File: src/tcc_defs.vh
`ifndef TCC_DEFS_VH
`define TCC_DEFS_VH

// register addresses on the plain port
`define TCC_ADDR_W 3
`define TCC_A_CNT_LO 3'h0
`define TCC_A_CNT_HI 3'h1
`define TCC_A_CAP_LO 3'h2
`define TCC_A_CAP_HI 3'h3
`define TCC_A_CTRLB 3'h4
`define TCC_A_FLAGS 3'h5
`define TCC_A_IMASK 3'h6
`define TCC_A_CMPEXT 3'h7

// control_b fields
`define TCC_CB_NF 7
`define TCC_CB_EDGE 6
`define TCC_CB_WGM 4
`define TCC_CB_CS_HI 2
`define TCC_CB_CS_LO 0
`define TCC_CB_WMASK 8'hD7

// clock select codes
`define TCC_CS_STOP 3'h0
`define TCC_CS_SYS 3'h1
`define TCC_CS_EXT_FALL 3'h6
`define TCC_CS_EXT_RISE 3'h7

// flag and mask bits
`define TCC_F_OVF 0
`define TCC_F_CAP 5
`define TCC_CMPEXT_SEL 0

`define TCC_CNT_MAX 16'hFFFF
`define TCC_CNT_ZERO 16'h0000
`define TCC_NF_LEN 4

`endif

File: src/tcc_timer16.v
// Implementation choices: the register addresses and the address-and-strobe port.
`timescale 1ns/10ps
`include "tcc_defs.vh"

module tcc_timer16 #(
    parameter NF_LEN = `TCC_NF_LEN
) (
    input wire REF_CLK,
    input wire RST_N,
    input wire [`TCC_ADDR_W-1:0] ADDR,
    input wire [7:0] WDATA,
    input wire WR,
    input wire RD,
    output reg [7:0] RDATA,
    input wire EXT_COUNT_PIN,
    input wire CAPTURE_PIN,
    input wire COMPARATOR_ONE_OUTPUT,
    input wire OVF_IRQ_ACK,
    input wire CAP_IRQ_ACK,
    output wire OVF_IRQ,
    output wire CAP_IRQ
);

    // ------------------------------------------------------------
    // two-flop synchroniser plus edge history
    // ------------------------------------------------------------
    reg [2:0] ext_s_r;
    reg [1:0] pin_s_r;
    reg [1:0] cmp_s_r;

    always @(posedge REF_CLK)
    begin
        if (!RST_N)
        begin
            ext_s_r <= 3'h0;
            pin_s_r <= 2'h0;
            cmp_s_r <= 2'h0;
        end
        else
        begin
            ext_s_r <= {ext_s_r[1:0], EXT_COUNT_PIN};
            pin_s_r <= {pin_s_r[0], CAPTURE_PIN};
            cmp_s_r <= {cmp_s_r[0], COMPARATOR_ONE_OUTPUT};
        end
    end

    // ------------------------------------------------------------
    // registers
    // ------------------------------------------------------------
    reg [7:0] control_b_r;
    reg [7:0] hold_r;
    reg [15:0] count_value_r;
    reg [15:0] capture_value_r;
    reg overflow_flag_r;
    reg capture_flag_r;
    reg ovf_irq_enable_r;
    reg capture_irq_enable_r;
    reg comparator_capture_select_r;

    wire [2:0] clock_select = control_b_r[`TCC_CB_CS_HI:`TCC_CB_CS_LO];
    wire waveform_mode_bit = control_b_r[`TCC_CB_WGM];
    wire noise_filter_enable = control_b_r[`TCC_CB_NF];
    wire capture_edge_select = control_b_r[`TCC_CB_EDGE];

    // ------------------------------------------------------------
    // clock select and external edge detector
    // ------------------------------------------------------------
    wire ext_rise = ext_s_r[1] & ~ext_s_r[2];
    wire ext_fall = ~ext_s_r[1] & ext_s_r[2];
    reg timer_clock_enable;

    always @*
    begin
        case (clock_select)
            `TCC_CS_SYS: timer_clock_enable = 1'b1;
            `TCC_CS_EXT_RISE: timer_clock_enable = ext_rise;
            `TCC_CS_EXT_FALL: timer_clock_enable = ext_fall;
            default: timer_clock_enable = 1'b0;
        endcase
    end

    // ------------------------------------------------------------
    // capture source, noise filter and edge detector
    // ------------------------------------------------------------
    wire cap_src = comparator_capture_select_r ? cmp_s_r[1] : pin_s_r[1];
    reg [NF_LEN-1:0] nf_hist_r;
    reg nf_out_r;
    reg cap_prev_r;
    wire cap_top_mode = waveform_mode_bit;
    wire nf_all1 = &{nf_hist_r[NF_LEN-2:0], cap_src};
    wire nf_all0 = ~|{nf_hist_r[NF_LEN-2:0], cap_src};
    wire cap_level = noise_filter_enable ? nf_out_r : cap_src;
    wire cap_edge = capture_edge_select ? (cap_level & ~cap_prev_r)
                                        : (~cap_level & cap_prev_r);
    wire cap_trig = cap_edge & ~cap_top_mode;

    always @(posedge REF_CLK)
    begin
        if (!RST_N)
        begin
            nf_hist_r <= {NF_LEN{1'b0}};
            nf_out_r <= 1'b0;
            cap_prev_r <= 1'b0;
        end
        else
        begin
            nf_hist_r <= {nf_hist_r[NF_LEN-2:0], cap_src};
            if (nf_all1)
                nf_out_r <= 1'b1;
            else if (nf_all0)
                nf_out_r <= 1'b0;
            cap_prev_r <= cap_level;
        end
    end

    // ------------------------------------------------------------
    // bus decode
    // ------------------------------------------------------------
    wire wr_cnt_lo = WR && (ADDR == `TCC_A_CNT_LO);
    wire wr_cap_lo = WR && (ADDR == `TCC_A_CAP_LO) && cap_top_mode;
    wire wr_hi = WR && ((ADDR == `TCC_A_CNT_HI) || (ADDR == `TCC_A_CAP_HI));
    wire rd_cnt_lo = RD && (ADDR == `TCC_A_CNT_LO);
    wire rd_cap_lo = RD && (ADDR == `TCC_A_CAP_LO);
    wire wr_flags = WR && (ADDR == `TCC_A_FLAGS);

    // ------------------------------------------------------------
    // counter
    // ------------------------------------------------------------
    wire top_hit = cap_top_mode && (count_value_r == capture_value_r);
    wire wrap = (count_value_r == `TCC_CNT_MAX);
    reg [15:0] count_nxt;
    reg ovf_evt;

    always @*
    begin
        count_nxt = count_value_r;
        ovf_evt = 1'b0;
        if (wr_cnt_lo)
            count_nxt = {hold_r, WDATA};
        else if (timer_clock_enable)
        begin
            if (top_hit)
                count_nxt = `TCC_CNT_ZERO;
            else
                count_nxt = count_value_r + 16'h0001;
            ovf_evt = wrap;
        end
    end

    always @(posedge REF_CLK)
    begin
        if (!RST_N)
        begin
            control_b_r <= 8'h00;
            hold_r <= 8'h00;
            count_value_r <= 16'h0000;
            capture_value_r <= 16'h0000;
            overflow_flag_r <= 1'b0;
            capture_flag_r <= 1'b0;
            ovf_irq_enable_r <= 1'b0;
            capture_irq_enable_r <= 1'b0;
            comparator_capture_select_r <= 1'b0;
        end
        else
        begin
            count_value_r <= count_nxt;
            if (WR && ADDR == `TCC_A_CTRLB)
                control_b_r <= WDATA & `TCC_CB_WMASK;
            if (WR && ADDR == `TCC_A_IMASK)
            begin
                ovf_irq_enable_r <= WDATA[`TCC_F_OVF];
                capture_irq_enable_r <= WDATA[`TCC_F_CAP];
            end
            if (WR && ADDR == `TCC_A_CMPEXT)
                comparator_capture_select_r <= WDATA[`TCC_CMPEXT_SEL];
            // holding byte changes only on high writes and low reads
            if (wr_hi)
                hold_r <= WDATA;
            else if (rd_cnt_lo)
                hold_r <= count_value_r[15:8];
            else if (rd_cap_lo)
                hold_r <= capture_value_r[15:8];
            if (wr_cap_lo)
                capture_value_r <= {hold_r, WDATA};
            else if (cap_trig)
                capture_value_r <= count_value_r;
            // set beats clear
            if (ovf_evt)
                overflow_flag_r <= 1'b1;
            else if (OVF_IRQ_ACK || (wr_flags && WDATA[`TCC_F_OVF]))
                overflow_flag_r <= 1'b0;
            if (cap_trig)
                capture_flag_r <= 1'b1;
            else if (CAP_IRQ_ACK || (wr_flags && WDATA[`TCC_F_CAP]))
                capture_flag_r <= 1'b0;
        end
    end

    assign OVF_IRQ = overflow_flag_r & ovf_irq_enable_r;
    assign CAP_IRQ = capture_flag_r & capture_irq_enable_r;

    // ------------------------------------------------------------
    // read data, one cycle after the strobe
    // ------------------------------------------------------------
    always @(posedge REF_CLK)
    begin
        if (!RST_N)
            RDATA <= 8'h00;
        else if (RD)
        begin
            case (ADDR)
                `TCC_A_CNT_LO: RDATA <= count_value_r[7:0];
                `TCC_A_CNT_HI: RDATA <= hold_r;
                `TCC_A_CAP_LO: RDATA <= capture_value_r[7:0];
                `TCC_A_CAP_HI: RDATA <= hold_r;
                `TCC_A_CTRLB: RDATA <= control_b_r;
                `TCC_A_FLAGS: RDATA <= {2'h0, capture_flag_r, 4'h0, overflow_flag_r};
                `TCC_A_IMASK: RDATA <= {2'h0, capture_irq_enable_r, 4'h0, ovf_irq_enable_r};
                `TCC_A_CMPEXT: RDATA <= {7'h00, comparator_capture_select_r};
                default: RDATA <= 8'h00;
            endcase
        end
        else
            RDATA <= 8'h00;
    end

endmodule // tcc_timer16

File: config.mk
export PLATFORM = sky130hd
export DESIGN_NAME = tcc_timer16
export DESIGN_NICKNAME = d
export VERILOG_FILES = /design/src/tcc_timer16.v
export VERILOG_INCLUDE_DIRS = /design/src
export SDC_FILE = /design/constraint.sdc
export NUM_CORES = 1
export LEC_CHECK = 0
export BUFFER_PORTS_ARGS = -buffer_cell sky130_fd_sc_hd__buf_2
export CAP_MARGIN = 20
export CORE_ASPECT_RATIO = 2
export CORE_MARGIN = 4
export CORE_UTILIZATION = 59
export DETAILED_ROUTE_END_ITERATION = 8
export PLACE_DENSITY = 0.76
export SKIP_LAST_GASP = 1
export SYNTH_ARGS = -nofsm -noshare
export SYNTH_HDL_FRONTEND = slang
export SYNTH_SLANG_ARGS = --single-unit
File: constraint.sdc
create_clock -name REF_CLK -period 2.95 [get_ports REF_CLK]
set_input_delay 0.295 -clock REF_CLK [delete_from_list [all_inputs] [get_ports REF_CLK]]
set_output_delay 0.295 -clock REF_CLK [all_outputs]
set_load 0.02 [all_outputs]
==> impl_metrics.yaml, run 1 <==
status:
  status: "finished, final reports clean"
route:
  dr_total_vias: 3348
  wl_met3_microns: 542
  drc: 0
  totalWireLength_microns: 10200
  drt_iter0_drc: 258
  wl_per_cell_microns: 19.5
  avgViaCountPerCell: 6.41
  top_layer_used: "met4"
  ant_nets: 0
  met1_length_microns: 3900
  drt_first_pass_iters: 5
  dr_wl_met2_microns: 5300
global_route:
  grt_pass1_wl_microns: 16900
  grt_start_max_net_pins: 33
  grt.total_usage: 0.291
  antenna_found_initial: 0
  grt_pass1_vias: 3266
  grt_remaining_overflow: 0
cts:
  root_buffer: "clkbuf_16"
  clock_sinks: 71
  cts_tree: "built"
  postCtsHoldBufs: 0
  clk_latency_ns: 0.34
  cts_setup_buffers: 0
  clock_path_buffers: 2
  cts_buffers: 9
  cts_resized: 0
  htreeDepth: 3
  clk_pin_slew_ns: 0.06
synthesis:
  synth_edf_count: 0
  synthesis.nets: 454
  synth_xor_area_frac: 0.0490
  syn_area_sq_um: 3570
  yosys.area_share.simple: 0.235
  synthAdderAreaFrac: 0.00350
  avgSynthCellArea_sq_um: 8.25
  yosysWarnings: 0
  syn_inst: 433
  synth_compound_area_frac: 0.154
  muxShareOfSynthArea: 0.109
  synth_flop_cell: "dfxtp_1"
  synth_cell_type_count: 48
  async_reset_ff_frac: 0
  yosysSeqAreaShare: 0.398
  synth_top_family_by_area: "simple AND/OR/NAND/NOR gates"
  synth-seq-cells: 71
power_and_ir_drop:
  p_leak_nw: 1.67
  swShare: 0.223
  switchingPower_mw: 0.556
  sequentialPowerShare: 0.406
  internal_power_mw: 1.93
  power.density_nw_per_um2: 607
  ir_drop_v: 0.000440
  power_mw: 2.49
  p_comb_frac: 0.084
  pwr-share-clk: 0.510
timing:
  fmax_ghz: 0.437
  fin_skew_ns: 0.00632
  hold_violations: 0
  period_share: 0.776
  finalSetupViolCount: 0
  period_minus_slack_ns: 2.29
  worstMarginPinSlew_ns: 0.923
  tns_ns: 0
  setup_slack_ns: 0.661
  hold_slack_ns: 0.171
  maxSlewViolCount: 0
  grt_setup_unrepaired: "no"
  slew_headroom: 0.385
worst_hold_path:
  hp-class: "input pin to flop"
floorplanning:
  core_sq_um: 5810
  dieArea_sq_um: 7440
  pin_count: 30
  die_w_microns: 63.0
  die_h_microns: 118
  row_count: 39
  start_util: 0.615
setup_path:
  critPathArrivalTime_ns: 2.47
  setup.worst_path.start_class: "flop"
  worstSetupPathType: "flop to flop"
  required_ns: 3.13
  end_kind: "flop"
  crit_fanout: 17
placement:
  gp_congestion: 0.906
  dp_hpwl_microns: 7380
  numPortBuffers: 29
  preCtsSetupSlack_ns: 0.580
flow_run:
  drv_cap: 0
finish:
  drive_gt1_frac: 0.148
  nets: 478
  final_cell_mix: "dfxtp_1, nor2_1, a21oi_1, mux2i_1, nand2_1"
  antennaDiodeCount: 0
  post-route-util: 0.706
  final_common_cell: "dfxtp_1"
  synthToLayoutAreaGrowth_pct: 14.7
[logic make-up after synthesis]
kind of cell    count (synthesis)
buf+inv                        40
compound gates                 92
flops                          71
fa+ha+maj                       1
mux                            38
simple gates                  171
xor+xnor                       20
[layout make-up]
type                            instances  area, sq um
Fill cell                             474         1710
Tap cell                               61         76.3
Sequential cell                        71         1420
Clock inverter                          3         90.1
Timing Repair Buffer                   43          250
Inverter                               10         37.5
Clock buffer                           12          256
Multi-Input combinational cell        322         1970
[stage by stage]
| stage | std cells | instance area, sq um |
|---|---|---|
| 2_1_floorplan | 433 | 3570 |
| 3_3_place_gp | 507 | 3750 |
| 3_5_place_dp | 507 | 3750 |
| 4_1_cts | 522 | 4100 |
| 5_1_grt | 522 | 4100 |
| 6_report | 522 | 4100 |
[flip-flops by register name, indices dropped and copies added (netlist names), 2 cells and up]
| signal | flops |
|---|---|
| hold_r | 8 |
| pin_s_r | 2 |
| ext_s_r | 3 |
| cmp_s_r | 2 |
| capture_value_r | 16 |
| nf_hist_r | 3 |
| control_b_r | 6 |
| RDATA | 8 |
| count_value_r | 16 |
[Yosys cell counts (3+ instances only)]
cell type,number,area (sq um)
dfxtp_1,71,1420
nor2_1,50,188
a21oi_1,35,175
mux2i_1,35,350
nand2_1,34,128
clkbuf_1,21,78.8
nand3_1,19,95.1
xor2_1,17,149
o21ai_0,16,80.1
and3_1,14,87.6
and2_1,13,81.3
nor3_1,13,65.1
o22ai_1,13,81.3
inv_1,10,37.5
a221oi_1,8,70.1
nand4_1,8,50.1
o21ai_1,8,40.0
buf_2,4,20.0
nor4_1,3,18.8
o311ai_0,3,26.3
xnor2_1,3,26.3
[worst max-delay path, stage by stage (launching register included)]
cell	delay, ns
dfxtp_1	0.37
mux2_4	0.33
mux2_2	0.28
or3b_4	0.38
a21oi_4	0.11
buf_4	0.32
mux2i_1	0.21
o21ai_0	0.12
[power by group through the flow]
stage | clock [mW] | sequential [mW] | combinational (mW)
floorplan | 0 | 1.02 | 0.139
global placement | 0 | 1.03 | 0.204
detailed placement | 0 | 1.03 | 0.204
global route | 1.31 | 1.01 | 0.229
finish | 1.27 | 1.01 | 0.209
CTS | 1.27 | 1.01 | 0.205
[final timing paths]
path                                            startpoint                              end  slack [ns]  cells past startpoint
setup reg to reg  comparator_capture_select_r$_SDFFE_PN0P_  capture_value_r[3]$_SDFFE_PN0P_        0.66                      7
setup / recovery  comparator_capture_select_r$_SDFFE_PN0P_  capture_value_r[3]$_SDFFE_PN0P_        0.66                      7
hold reg to reg                      pin_s_r[0]$_SDFF_PN0_            pin_s_r[1]$_SDFF_PN0_        0.44                      1
hold / removal                       COMPARATOR_ONE_OUTPUT            cmp_s_r[0]$_SDFF_PN0_        0.17                      2
[layer usage]
metal | GRT usage | vias to the layer above
li1 | - | 1586
met1 | 0.328 | 1607
met2 | 0.488 | 120
met3 | 0.0678 | 35
met4 | 0.172 | 0
met5 | 0 | -
No activity file was read; power rests on OpenSTA's default activity.
==> run 2, diff against run 1 <==
- ABC_AREA: default -> 1
- CORE_UTILIZATION: 59 -> 60
- clock period: 2.95 -> 2.3 ns (I/O delays scaled with it)
==> run 2 against run 1 <==
Net effect: combinational power grew 36%; sequential cell count unchanged; via count increased by 32%; synthesized cell count is 50% higher; core utilization shrank 1.3 points.
==> impl_metrics.yaml, run 2 <==
status:
  status: "finished, final reports clean"
synthesis:
  syn_inst: 650
  syn_area_sq_um: 4130
  yosysWarnings: 0
  yosysSeqAreaShare: 0.344
  synth_area_leaders: "dfxtp_1, nand2_1, nor2_1"
  synth_edf_count: 0
  synth_cell_type_count: 43
  avgSynthCellArea_sq_um: 6.36
  synth.top_cells.by_count: "nand2_1, nor2_1, inv_1"
  synth-seq-cells: 71
  yosysTopAreaCellShare: 0.344
  synth_flop_cell: "dfxtp_1"
  synth_top_area_cell: "dfxtp_1"
  synthesis.nets: 671
  async_reset_ff_frac: 0
  synth.most_common_cell: "nand2_1"
finish:
  final_common_cell: "nand2_1"
  final_cell_mix: "nand2_1, nor2_1, inv_1"
  num-fill-cells: 624
  drive_gt1_frac: 0.113
  nets: 696
  antennaDiodeCount: 0
  instances_no_fill: 768
  reg_top3: "capture_value_r: 16 flops, count_value_r: 16 flops"
  synthToLayoutAreaGrowth_pct: 11.9
global_route:
  grt_remaining_overflow: 0
  antenna_found_initial: 0
  grt.total_usage: 0.355
  grt_pass1_wl_microns: 22200
  grt_pass1_vias: 4360
  grt_start_max_net_pins: 36
timing:
  grt_setup_unrepaired: "no"
  period_share: 0.820
  tns_ns: 0
  worstMarginPinSlew_ns: 0.638
  fin_skew_ns: 0.0108
  slew_headroom: 0.574
  maxSlewViolCount: 0
  hold_violations: 0
  finalSetupViolCount: 0
  period_minus_slack_ns: 1.89
  fmax_ghz: 0.530
power_and_ir_drop:
  p_leak_nw: 2.06
  p_comb_frac: 0.092
  pwr-share-clk: 0.491
  ir_drop_v: 0.000571
  power.density_nw_per_um2: 666
  swShare: 0.257
  switchingPower_mw: 0.790
  sequentialPowerShare: 0.417
  internal_power_mw: 2.29
setup_path:
  r2r-start: "comparator_capture_select_r$_SDFFE_PN0P_"
  required_ns: 2.51
  worstSetupPathType: "flop to flop"
  cp_top_family: "simple AND/OR/NAND/NOR gates"
  worstRegToRegCells: 8
  worstPathCellList: "inv_1 -> nand2_1 -> nand3_1 -> o21ai_2 -> o211ai_1 -> nand2_1 -> nand2_1 -> a21oi_1"
  setup.worst_path.start_class: "flop"
  end_kind: "flop"
  r2r_slack_ns: 0.41
  r2r_end: "capture_value_r[5]$_SDFFE_PN0P_"
  critPathMaxStageDelay_ns: 0.46
  crit_fanout: 14
  crit_start: "comparator_capture_select_r$_SDFFE_PN0P_"
  slowest_stage: "nand2_1"
  critPathArrivalTime_ns: 2.09
  cp.buffers_inverters: 1
  path_common_cell: "nand2_1"
route:
  ant_nets: 0
  drt_first_pass_iters: 5
  drc: 0
  drt_iter0_drc: 432
  wl_per_cell_microns: 18.1
  dr_total_vias: 4424
  totalWireLength_microns: 13900
  avgViaCountPerCell: 5.76
cts:
  clock_path_buffers: 2
  root_buffer: "clkbuf_16"
  cts_tree: "built"
  clock_sinks: 71
  htreeDepth: 3
  postCtsHoldBufs: 0
  cts_setup_buffers: 0
  clk_latency_ns: 0.35
  cts_buffers: 9
  cts_resized: 0
  clk_pin_slew_ns: 0.06
floorplanning:
  pin_count: 30
  die_h_microns: 125
  row_count: 42
  start_util: 0.619
  dieArea_sq_um: 8360
  die_w_microns: 66.7
  core_sq_um: 6670
placement:
  gp_congestion: 1.02
  dp_cells: 752
  numPortBuffers: 29
  dp_hpwl_microns: 10300
worst_hold_path:
  hp-class: "input pin to flop"
  hold_path_depth: 3
  worstHoldStart: "EXT_COUNT_PIN"
  whs_endpoint: "ext_s_r[0]$_SDFF_PN0_"
flow_run:
  drv_cap: 0
run 2: cell types whose count changed in the layout (fill, tap and decap cells not counted), sizes merged, moves of 4 or more:
cell	change
nand2	+107
inv	+92
nor2	+51
mux2i	-35
nand3	+33
a21oi	+25
o21ai	+21
and2	-15
and3	-15
nor3	-10
xor2	-9
a221oi	-7
buf	-4
run 2: power by group through the flow:
stage	Combinational, mW	Sequential, mW	Clock, mW
floorplan	0.191	1.30	0
global placement	0.271	1.31	0
detailed placement	0.275	1.31	0
CTS	0.278	1.28	1.53
global route	0.310	1.29	1.59
finish	0.284	1.28	1.51
run 2: metrics by stage:
stage          setup slack [ns]  cell area, sq um  utilization  power [mW]  hold slack [ns]
2_1_floorplan             0.895              4130            -        1.49            0.328
3_3_place_gp              0.498              4300        0.645        1.58            0.396
3_5_place_dp              0.471              4300        0.645        1.59            0.413
4_1_cts                   0.454              4620        0.693        3.09           0.0578
5_1_grt                   0.272              4620        0.693        3.19           0.0743
6_report                  0.413              4620        0.693        3.08           0.0640
run 2: how the worst max path moves through the flow:
stage,depth (start not counted),to
3_5_place_dp,8,capture_value_r[5]$_SDFFE_PN0P_
2_1_floorplan,7,count_value_r[12]$_SDFFE_PN0P_
5_1_grt,9,capture_value_r[5]$_SDFFE_PN0P_
3_3_place_gp,8,capture_value_r[9]$_SDFFE_PN0P_
4_1_cts,8,capture_value_r[5]$_SDFFE_PN0P_
6_report,8,capture_value_r[5]$_SDFFE_PN0P_
run 2: worst min-delay path, stage by stage:
cell	delay [ns]
buf_2	0.07
nand2_1	0.04
inv_1	0.04
run 2: kinds of logic (layout without fill, tap and decap cells):
family                     count (synthesis)  in the layout  synth area share
AOI/OAI and AO/OA                        131            131             0.175
xor gates and xnor gates                  10             10            0.0212
adders and majority gates                  1              1           0.00303
buffers and inverters                    127            157             0.132
DFF                                       71             71             0.344
and+or+nand+nor                          310            310             0.325
run 2: layout make-up:
class | count | area [sq um] | share of cell area
Timing Repair Buffer | 39 | 220 | 0.0476
Sequential cell | 71 | 1420 | 0.307
Multi-Input combinational cell | 452 | 2160 | 0.468
Inverter | 102 | 385 | 0.0834
Clock buffer | 9 | 225 | 0.0487
Clock inverter | 7 | 96.3 | 0.0208
Tap cell | 88 | 110 | 0.0238
run 2: per-layer routing:
metal,global-route usage,up-vias,wire (microns)
li1,-,2130,-
met1,0.390,1976,4800
met2,0.580,243,6830
met3,0.0628,75,1050
met4,0.273,0,1200
met5,0,-,0
